===== src/inc/msup_defines.svh =====
// offsets, field positions, reset values and timing counts of the start supervisor
`ifndef MSUP_DEFINES_SVH
`define MSUP_DEFINES_SVH
`define MSUP_CLK_HZ 10000000
`define MSUP_TICK_MS 10
`define MSUP_TICK_CYC ((`MSUP_CLK_HZ / 1000) * `MSUP_TICK_MS)
`define MSUP_WIN_MS 5000
`define MSUP_WIN_TICKS (`MSUP_WIN_MS / `MSUP_TICK_MS)
`define MSUP_FREEZE_TICKS 16'h0BB8
`define MSUP_HOT_PCT 8'h32
`define MSUP_REG_CTRL 6'h00
`define MSUP_REG_LIMIT 6'h04
`define MSUP_REG_MON 6'h08
`define MSUP_REG_INH 6'h0C
`define MSUP_REG_SPC 6'h10
`define MSUP_REG_REACC 6'h14
`define MSUP_REG_STIM 6'h18
`define MSUP_REG_MED 6'h1C
`define MSUP_REG_LONG 6'h20
`define MSUP_REG_STAT 6'h24
`define MSUP_CTRL_DIP_INT 0
`define MSUP_CTRL_AR_EN 1
`define MSUP_RST_HOT 4'h2
`define MSUP_RST_COLD 4'h3
`define MSUP_RST_TMR 16'h0064
`define MSUP_RST_OFF 16'h0000
`endif


===== src/inc/msup_pkg.sv =====
// types shared by the start supervisor files
package msup_pkg;
   typedef logic [15:0] msup_tick_t;
   typedef struct packed {
      logic pos;
      logic start_det;
      logic [7:0] thermal;
      logic i_gt_stall;
      logic v_below_dip;
      logic v_above_rest;
      logic ext_dip;
   } msup_sense_s;
   typedef struct packed {
      logic dip_int;
      logic ar_en;
      logic [3:0] hot_lim;
      logic [3:0] cold_lim;
      msup_tick_t mon;
      msup_tick_t inh;
      msup_tick_t spc;
      msup_tick_t reacc;
      msup_tick_t stim;
      msup_tick_t med;
      msup_tick_t lng;
   } msup_cfg_s;
   typedef enum logic [1:0] {
      DIP_NORM = 2'b00,
      DIP_SAG = 2'b01,
      DIP_WATCH = 2'b10,
      DIP_LONG = 2'b11
   } msup_dip_e;
endpackage : msup_pkg


===== src/verilog/msup_tmr.sv =====
// tick driven supervision timer with expiry flag
`timescale 1ns/1ps
module msup_tmr #(
   parameter int TW = 16
) (
   input wire logic core_clk,
   input wire logic rst_b,
   input wire logic ce,
   input wire logic tick,
   input wire logic start,
   input wire logic clear,
   input wire logic [TW-1:0] setting,
   output logic running,
   output logic expire
);
   logic [TW-1:0] cnt_r;
   logic run_r;
   // expiry flagged in the cycle the count reaches the setting
   assign expire = run_r & ce & tick & (({1'b0, cnt_r} + (TW+1)'(1)) >= {1'b0, setting});
   assign running = run_r;
   always_ff @(posedge core_clk) begin
      if (!rst_b) begin
         run_r <= 1'b0;
         cnt_r <= '0;
      end else if (ce) begin
         if (start) begin
            run_r <= 1'b1;
            cnt_r <= '0;
         end else if (clear || expire) begin
            run_r <= 1'b0;
         end else if (run_r && tick) begin
            cnt_r <= cnt_r + TW'(1);
         end
      end
   end
endmodule : msup_tmr


===== src/verilog/msup_core.sv =====
// motor start limiter, start spacing, dip classifier and auto restart
//
// Contract
// start arms period timer, bumps counter
// thermal at most half means cold start
// stop at limit raises inhibit for time
// counter expired before stop gives no inhibit
// inhibit held while counter stays at limit
// long gap without limit freezes permit one
// each start restarts spacing timer
// stop during spacing raises spacing inhibit
// setting picks external or internal dip source
// undervoltage detects dip, overvoltage detects restore
// dip starts reacceleration timer
// quick restore with current starts start monitoring
// quick restore without current changes nothing
// dip outlasting timer raises dip signal
// short dip forces reacceleration on restore
// restart armed only when enabled after trip
// nonzero medium delay starts restart timer
// restore in window closes, else disarms
// zero medium, nonzero long uses long delay
// position input follows contactor auxiliary contact
// timers count shared tick against settings
`timescale 1ns/1ps
`include "msup_defines.svh"
module msup_core #(
   parameter int TICK_CYC = `MSUP_TICK_CYC,
   parameter int SLOTS = 8,
   parameter int TW = 16
) (
   input wire logic core_clk,
   input wire logic rst_b,
   input wire logic ce,
   input wire logic [5:0] avs_address,
   input wire logic avs_read,
   input wire logic avs_write,
   input wire logic [31:0] avs_writedata,
   output logic [31:0] avs_readdata,
   output logic avs_waitrequest,
   input wire msup_pkg::msup_sense_s sense,
   output logic start_count_inhibit,
   output logic spacing_inhibit,
   output logic volt_dip,
   output logic stall_run_en,
   output logic start_mon,
   output logic force_reaccel,
   output logic close_order,
   output logic restart_event,
   output logic restart_armed
);
   import msup_pkg::*;

   localparam int PW = $clog2(TICK_CYC + 1);
   localparam int CW = 4;

   msup_cfg_s cfg_r;
   logic [PW-1:0] pre_r;
   logic tick_r;
   logic ack_r;
   logic req;
   logic [31:0] rd_mux;
   logic [31:0] rdata_r;
   logic pos_r;
   logic stop_ev;
   logic start_ev;
   logic hot;
   logic [SLOTS-1:0] slot_run;
   logic [SLOTS-1:0] slot_exp;
   logic [SLOTS-1:0] slot_hot_r;
   logic [SLOTS-1:0] alloc;
   logic [CW-1:0] hot_cnt;
   logic [CW-1:0] cold_cnt;
   logic at_hot;
   logic at_cold;
   logic at_lim;
   logic inh_run;
   logic inh_exp;
   logic inh_ext_r;
   logic spc_run;
   logic spc_exp;
   logic spc_inh_r;
   msup_tick_t since_r;
   logic freeze_r;
   logic [CW-1:0] rem_h;
   logic [CW-1:0] rem_c;
   logic [CW-1:0] permitted;
   msup_dip_e dip_r;
   logic dip_det;
   logic restored;
   logic reacc_run;
   logic reacc_exp;
   logic win_run;
   logic win_exp;
   logic st_run;
   logic st_exp;
   logic rs_run;
   logic rs_exp;
   logic rs_start;
   msup_tick_t rs_set;
   logic volt_dip_r;
   logic force_r;
   logic armed_r;
   logic close_r;
   logic evt_r;

   // time base shared by every supervision timer
   always_ff @(posedge core_clk) begin
      if (!rst_b) begin
         pre_r <= '0;
         tick_r <= 1'b0;
      end else if (ce) begin
         tick_r <= (pre_r == PW'(TICK_CYC - 1));
         if (pre_r == PW'(TICK_CYC - 1)) begin
            pre_r <= '0;
         end else begin
            pre_r <= pre_r + PW'(1);
         end
      end
   end

   // avalon slave: one wait cycle, then the access completes
   assign req = avs_read | avs_write;
   assign avs_waitrequest = req & ~ack_r;
   assign avs_readdata = rdata_r;

   always_ff @(posedge core_clk) begin
      if (!rst_b) begin
         ack_r <= 1'b0;
      end else if (ce) begin
         ack_r <= req & ~ack_r;
      end
   end

   always_comb begin
      rd_mux = 32'h0000_0000;
      case (avs_address)
         `MSUP_REG_CTRL: rd_mux = {30'h0, cfg_r.ar_en, cfg_r.dip_int};
         `MSUP_REG_LIMIT: rd_mux = {24'h0, cfg_r.cold_lim, cfg_r.hot_lim};
         `MSUP_REG_MON: rd_mux = {16'h0, cfg_r.mon};
         `MSUP_REG_INH: rd_mux = {16'h0, cfg_r.inh};
         `MSUP_REG_SPC: rd_mux = {16'h0, cfg_r.spc};
         `MSUP_REG_REACC: rd_mux = {16'h0, cfg_r.reacc};
         `MSUP_REG_STIM: rd_mux = {16'h0, cfg_r.stim};
         `MSUP_REG_MED: rd_mux = {16'h0, cfg_r.med};
         `MSUP_REG_LONG: rd_mux = {16'h0, cfg_r.lng};
         `MSUP_REG_STAT: rd_mux = {16'h0, permitted, cold_cnt, hot_cnt,
            restart_armed, volt_dip, spacing_inhibit, start_count_inhibit};
         default: rd_mux = 32'h0000_0000;
      endcase
   end

   always_ff @(posedge core_clk) begin
      if (!rst_b) begin
         rdata_r <= 32'h0000_0000;
      end else if (ce && avs_read && !ack_r) begin
         rdata_r <= rd_mux;
      end
   end

   // unmapped and status writes are dropped
   always_ff @(posedge core_clk) begin
      if (!rst_b) begin
         cfg_r.dip_int <= 1'b0;
         cfg_r.ar_en <= 1'b0;
         cfg_r.hot_lim <= `MSUP_RST_HOT;
         cfg_r.cold_lim <= `MSUP_RST_COLD;
         cfg_r.mon <= `MSUP_RST_TMR;
         cfg_r.inh <= `MSUP_RST_TMR;
         cfg_r.spc <= `MSUP_RST_TMR;
         cfg_r.reacc <= `MSUP_RST_TMR;
         cfg_r.stim <= `MSUP_RST_TMR;
         cfg_r.med <= `MSUP_RST_OFF;
         cfg_r.lng <= `MSUP_RST_OFF;
      end else if (ce && avs_write && ack_r) begin
         case (avs_address)
            `MSUP_REG_CTRL: begin
               cfg_r.dip_int <= avs_writedata[`MSUP_CTRL_DIP_INT];
               cfg_r.ar_en <= avs_writedata[`MSUP_CTRL_AR_EN];
            end
            `MSUP_REG_LIMIT: begin
               cfg_r.hot_lim <= avs_writedata[3:0];
               cfg_r.cold_lim <= avs_writedata[7:4];
            end
            `MSUP_REG_MON: cfg_r.mon <= avs_writedata[15:0];
            `MSUP_REG_INH: cfg_r.inh <= avs_writedata[15:0];
            `MSUP_REG_SPC: cfg_r.spc <= avs_writedata[15:0];
            `MSUP_REG_REACC: cfg_r.reacc <= avs_writedata[15:0];
            `MSUP_REG_STIM: cfg_r.stim <= avs_writedata[15:0];
            `MSUP_REG_MED: cfg_r.med <= avs_writedata[15:0];
            `MSUP_REG_LONG: cfg_r.lng <= avs_writedata[15:0];
            default: cfg_r.lng <= cfg_r.lng;
         endcase
      end
   end

   // motor stop is the 1 to 0 edge of the position input
   always_ff @(posedge core_clk) begin
      if (!rst_b) begin
         pos_r <= 1'b0;
      end else if (ce) begin
         pos_r <= sense.pos;
      end
   end
   assign stop_ev = ce & pos_r & ~sense.pos;
   assign start_ev = ce & sense.start_det;
   assign hot = sense.thermal > `MSUP_HOT_PCT;

   // one period timer per start; a start with no free slot is not counted
   always_comb begin
      logic found;
      found = 1'b0;
      alloc = '0;
      for (int i = 0; i < SLOTS; i++) begin
         if (!slot_run[i] && !found) begin
            alloc[i] = start_ev;
            found = 1'b1;
         end
      end
   end

   for (genvar g = 0; g < SLOTS; g++) begin : g_slot
      msup_tmr #(.TW(TW)) u_mon (
         .core_clk(core_clk),
         .rst_b(rst_b),
         .ce(ce),
         .tick(tick_r),
         .start(alloc[g]),
         .clear(1'b0),
         .setting(cfg_r.mon),
         .running(slot_run[g]),
         .expire(slot_exp[g])
      );
      always_ff @(posedge core_clk) begin
         if (!rst_b) begin
            slot_hot_r[g] <= 1'b0;
         end else if (alloc[g]) begin
            slot_hot_r[g] <= hot;
         end
      end
   end

   // counter drops when its slot's period ends
   always_comb begin
      hot_cnt = '0;
      cold_cnt = '0;
      for (int i = 0; i < SLOTS; i++) begin
         hot_cnt = hot_cnt + CW'(slot_run[i] & slot_hot_r[i]);
         cold_cnt = cold_cnt + CW'(slot_run[i] & ~slot_hot_r[i]);
      end
   end

   assign at_hot = hot_cnt >= cfg_r.hot_lim;
   assign at_cold = cold_cnt >= cfg_r.cold_lim;
   assign at_lim = at_hot | at_cold;

   msup_tmr #(.TW(TW)) u_inh (
      .core_clk(core_clk),
      .rst_b(rst_b),
      .ce(ce),
      .tick(tick_r),
      .start(stop_ev & at_lim),
      .clear(1'b0),
      .setting(cfg_r.inh),
      .running(inh_run),
      .expire(inh_exp)
   );

   always_ff @(posedge core_clk) begin
      if (!rst_b) begin
         inh_ext_r <= 1'b0;
      end else if (ce) begin
         if (inh_exp && at_lim) begin
            inh_ext_r <= 1'b1;
         end else if (!at_lim) begin
            inh_ext_r <= 1'b0;
         end
      end
   end
   assign start_count_inhibit = inh_run | inh_ext_r;

   msup_tmr #(.TW(TW)) u_spc (
      .core_clk(core_clk),
      .rst_b(rst_b),
      .ce(ce),
      .tick(tick_r),
      .start(start_ev),
      .clear(1'b0),
      .setting(cfg_r.spc),
      .running(spc_run),
      .expire(spc_exp)
   );

   // the expiry clear wins over a set in the same cycle
   always_ff @(posedge core_clk) begin
      if (!rst_b) begin
         spc_inh_r <= 1'b0;
      end else if (ce) begin
         if (stop_ev && spc_run && !spc_exp) begin
            spc_inh_r <= 1'b1;
         end else if (spc_exp || !spc_run) begin
            spc_inh_r <= 1'b0;
         end
      end
   end
   assign spacing_inhibit = spc_inh_r;

   // gap between starts, saturating
   always_ff @(posedge core_clk) begin
      if (!rst_b) begin
         since_r <= '0;
         freeze_r <= 1'b0;
      end else if (ce) begin
         if (start_ev) begin
            since_r <= '0;
            freeze_r <= (since_r > `MSUP_FREEZE_TICKS) && !at_lim;
         end else begin
            if (tick_r && since_r != 16'hFFFF) begin
               since_r <= since_r + 16'h0001;
            end
            if (at_lim) begin
               freeze_r <= 1'b0;
            end
         end
      end
   end

   assign rem_h = at_hot ? '0 : cfg_r.hot_lim - hot_cnt;
   assign rem_c = at_cold ? '0 : cfg_r.cold_lim - cold_cnt;
   assign permitted = freeze_r ? CW'(1) : ((rem_h < rem_c) ? rem_h : rem_c);

   // dip source and thresholds
   assign dip_det = cfg_r.dip_int ? sense.v_below_dip : sense.ext_dip;
   assign restored = cfg_r.dip_int ? sense.v_above_rest : ~sense.ext_dip;

   msup_tmr #(.TW(TW)) u_reacc (
      .core_clk(core_clk),
      .rst_b(rst_b),
      .ce(ce),
      .tick(tick_r),
      .start(dip_r == DIP_NORM && dip_det && sense.pos),
      .clear(dip_r == DIP_SAG && restored),
      .setting(cfg_r.reacc),
      .running(reacc_run),
      .expire(reacc_exp)
   );

   msup_tmr #(.TW(TW)) u_win (
      .core_clk(core_clk),
      .rst_b(rst_b),
      .ce(ce),
      .tick(tick_r),
      .start(dip_r == DIP_SAG && restored),
      .clear(dip_r == DIP_WATCH && sense.i_gt_stall),
      .setting(TW'(`MSUP_WIN_TICKS)),
      .running(win_run),
      .expire(win_exp)
   );

   msup_tmr #(.TW(TW)) u_st (
      .core_clk(core_clk),
      .rst_b(rst_b),
      .ce(ce),
      .tick(tick_r),
      .start(dip_r == DIP_WATCH && sense.i_gt_stall),
      .clear(1'b0),
      .setting(cfg_r.stim),
      .running(st_run),
      .expire(st_exp)
   );
   assign start_mon = st_run;
   assign stall_run_en = ~st_run;

   // short restore, watch for current, or long dip
   always_ff @(posedge core_clk) begin
      if (!rst_b) begin
         dip_r <= DIP_NORM;
         volt_dip_r <= 1'b0;
         force_r <= 1'b0;
      end else if (ce) begin
         force_r <= 1'b0;
         case (dip_r)
            DIP_NORM: begin
               if (dip_det && sense.pos) begin
                  dip_r <= DIP_SAG;
               end
            end
            DIP_SAG: begin
               if (restored) begin
                  dip_r <= DIP_WATCH;
                  force_r <= 1'b1;
               end else if (reacc_exp) begin
                  dip_r <= DIP_LONG;
                  volt_dip_r <= 1'b1;
               end
            end
            DIP_WATCH: begin
               if (sense.i_gt_stall) begin
                  dip_r <= DIP_NORM;
               end else if (win_exp) begin
                  dip_r <= DIP_NORM;
               end
            end
            DIP_LONG: begin
               if (restored) begin
                  dip_r <= DIP_NORM;
                  volt_dip_r <= 1'b0;
               end
            end
            default: dip_r <= DIP_NORM;
         endcase
      end
   end
   assign volt_dip = volt_dip_r;
   assign force_reaccel = force_r;

   // restart only after a long dip trip
   assign rs_set = (cfg_r.med != 16'h0000) ? cfg_r.med : cfg_r.lng;
   assign rs_start = dip_r == DIP_SAG && !restored && reacc_exp && cfg_r.ar_en
      && (cfg_r.med != 16'h0000 || cfg_r.lng != 16'h0000);

   msup_tmr #(.TW(TW)) u_rs (
      .core_clk(core_clk),
      .rst_b(rst_b),
      .ce(ce),
      .tick(tick_r),
      .start(rs_start),
      .clear(rs_run && restored),
      .setting(rs_set),
      .running(rs_run),
      .expire(rs_exp)
   );

   always_ff @(posedge core_clk) begin
      if (!rst_b) begin
         armed_r <= 1'b0;
         close_r <= 1'b0;
         evt_r <= 1'b0;
      end else if (ce) begin
         close_r <= 1'b0;
         evt_r <= 1'b0;
         if (rs_start) begin
            armed_r <= 1'b1;
         end else if (rs_run && restored) begin
            armed_r <= 1'b0;
            close_r <= 1'b1;
            evt_r <= 1'b1;
         end else if (rs_exp) begin
            armed_r <= 1'b0;
         end
      end
   end
   assign close_order = close_r;
   assign restart_event = evt_r;
   assign restart_armed = armed_r;
endmodule : msup_core


===== config.mk =====
export PLATFORM = sky130hd
export DESIGN_NAME = msup_core
export DESIGN_NICKNAME = d
export VERILOG_FILES = /design/src/inc/msup_pkg.sv /design/src/verilog/msup_tmr.sv /design/src/verilog/msup_core.sv
export VERILOG_INCLUDE_DIRS = /design/src /design/src/inc
export SDC_FILE = /design/constraint.sdc
export NUM_CORES = 1
export LEC_CHECK = 0
export ABC_AREA = 1
export BUFFER_PORTS_ARGS = -buffer_cell sky130_fd_sc_hd__buf_2
export CORE_UTILIZATION = 64
export CTS_BUF_LIST = sky130_fd_sc_hd__clkbuf_16
export CTS_CLUSTER_DIAMETER = 150
export CTS_CLUSTER_SIZE = 24
export DETAILED_ROUTE_END_ITERATION = 10
export PLACE_DENSITY = 0.82
export SYNTH_ARGS = -nofsm -noshare
export SYNTH_HDL_FRONTEND = slang
export SYNTH_HIERARCHICAL = 1
export SYNTH_SLANG_ARGS = --single-unit

===== constraint.sdc =====
create_clock -name core_clk -period 5.83 [get_ports core_clk]
set_input_delay 1.166 -clock core_clk [delete_from_list [all_inputs] [get_ports core_clk]]
set_output_delay 1.166 -clock core_clk [all_outputs]
set_load 0.02 [all_outputs]

==> flow_summary.json <==
{
  "port_buffers": 66,
  "avgSynthCellArea_um2": 6.67,
  "fin_tns_setup_ns": 0,
  "syn_area_um2": 32400,
  "start_kind": "flop",
  "core_area_um2": 50100,
  "hold_path_class": "reg -> reg",
  "area_delta_synth_final_pct": 3.56,
  "critPathMostFrequentCell": "nand2_1",
  "grt_util_all_layers_pct": 33.7,
  "wl_per_cell_um": 15.7,
  "cts_buffers": 21,
  "ioPinCount": 99,
  "finalClockSkew_ns": 0.0216,
  "leakagePower_nw": 15.6,
  "period_minus_slack_ns": 5.37,
  "max-cap-violations": 0,
  "clk_latency_ns": 0.59,
  "antenna_found_initial": 1,
  "clkSinkCount": 429,
  "tightestPinTransition_ns": 0.993,
  "root_buffer": "clkbuf_16",
  "r2r_setup_slack_ns": 0.46,
  "cts.path.max_buffers": 3,
  "fmax_mhz": 186,
  "drt_iter0_drc": 3092,
  "drcViolationCount": 0,
  "instances_no_fill": 5540,
  "cp_cell_sequence": "inv_1 > or2_2 > fa_1 > fa_1 > fa_1 > inv_1 > ha_1 > fa_2 > xnor2_1 > ha_1 > nand2_1 > nor2_1 > a211oi_1 > a21oi_1 > o21ai_1 > ha_1 > a21oi_2 > nand2_1 > nand2_1 > nand2_1 > o21ai_0 > nand2_1 > a21oi_1",
  "setup_viol": 0,
  "drive_above_1_share_pct": 11.9,
  "cts_tree": "done",
  "nets": 5192,
  "cpPeakStageDelay_ns": 0.55,
  "dp.cells": 5516,
  "min_period_over_period_pct": 92.1,
  "yosysWarningCount": 6,
  "firstDrtPassIters": 6,
  "dp_slack_ns": 0.301,
  "start_util_pct": 64.8,
  "viasPerCell": 5.56,
  "drt_wl_total_mm": 87.1,
  "critical_path_class": "reg -> reg",
  "dieHeight_um": 227,
  "gp_congestion": 0.989,
  "htree_levels": 1,
  "grt_max_degree": 87,
  "vias": 30800,
  "max_slew_margin_pct": 33.8,
  "clkTransAtPathRegs_ns": 0.10,
  "worst_setup_path_end_kind": "flop",
  "rows": 82,
  "finalHoldViolations": 0,
  "path_max_fanout": 6,
  "first_global_vias": 28100,
  "cp_slowest_cell": "fa_1",
  "ant_nets": 0,
  "arrival_ns": 5.88,
  "grt_overflow": 0,
  "final_max_slew_viol_count": 0,
  "worst_ep_required_time_ns": 6.35,
  "syn_inst": 4865,
  "vdd_drop_max_uv": 197,
  "cts_hold_buffers": 0,
  "dieArea_um2": 51600,
  "worst_slack_ns": 0.462,
  "dp_hpwl_mm": 62.5,
  "grt_pass1_wl_mm": 141,
  "status": "complete, no violations",
  "powerDensity_nw_per_um2": 147,
  "rsz0062_at_grt": "no",
  "die-width_um": 227
}
sequential cells by signal, summed over array words and instances (netlist names), 2 cells and up:
register / count
u_st/cnt_r: 16
u_reacc/cnt_r: 16
pre_r: 17
g_slot.u_mon/cnt_r: 128
u_spc/cnt_r: 16
since_r: 16
cfg_r: 122
u_win/cnt_r: 16
u_inh/cnt_r: 16
u_rs/cnt_r: 16
dip_r: 2
g_slot.u_mon/running: 8
avs_readdata: 16
slot_hot_r: 8
final cells by class:
cell class                      instances  area, um2
Antenna cell                            1       2.50
Clock buffer                           21        526
Clock inverter                          2       13.8
Fill cell                            4575      16500
Inverter                              837       3140
Multi-Input combinational cell       3493      20000
Sequential cell                       429       8590
Tap cell                              672        841
Timing Repair Buffer                   85        475
final timing paths:
path,from,to,cells past startpoint
setup / recovery,g_slot[0].u_mon/running,avs_readdata[14],23
setup reg to reg,g_slot[0].u_mon/running,avs_readdata[14],23
hold / removal,avs_readdata[5],avs_readdata[5],2
hold reg to reg,avs_readdata[5],avs_readdata[5],2
report_power, final:
part	switching [mW]	internal, mW	leakage [nW]
Clock	1.02	0.654	0.267
Sequential	0.0119	2.94	3.46
Combinational	0.243	0.0626	11.9
Total	1.28	3.66	15.6
cell usage in the layout, fill, tap and decap left out, types with 65 or more instances in the layout:
cell	instances
nand3_1	365
o21ai_0	141
nand2_2	181
a21oi_1	307
xor2_1	122
dfxtp_1	427
nand2_1	889
nor2_1	613
buf_2	65
ha_1	258
inv_1	810
a21oi_2	141
what timing repair did:
action	4_1_cts	5_1_grt
endpoints found under the setup margin	0	4
setup buffers	0	0
gates resized for setup	0	5
worst max-delay path, delay by kind of cell (launching register included):
kind / cells / cell delay, ns
adders and majority gates: 7 / 2.78
AOI/OAI and AO/OA: 6 / 1.04
and+or+nand+nor: 7 / 0.76
DFF: 1 / 0.38
xor gates and xnor gates: 1 / 0.22
buffers and inverters: 2 / 0.14
metal layers:
layer | track usage [%] | up-vias | part of all wire [%]
met3 | 5.47 | 216 | 8.5
li1 | - | 15400 | -
met2 | 53.6 | 1117 | 44
met1 | 45.1 | 14100 | 43
met4 | 14.4 | 0 | 4.4
met5 | 0 | - | 0
per-stage QoR:
step	util, %	hold WS (ns)	power (mW)	instance area (um2)
final	67.1	0.468	4.93	33600
after global placement	66.0	0.449	3.31	33000
after CTS	67.1	0.470	4.94	33600
after floorplan	-	0.434	3.22	32600
after detailed placement	66.0	0.457	3.32	33000
after global routing	67.1	0.483	5.07	33600
Note: power is estimated with default switching activity, not from simulation.
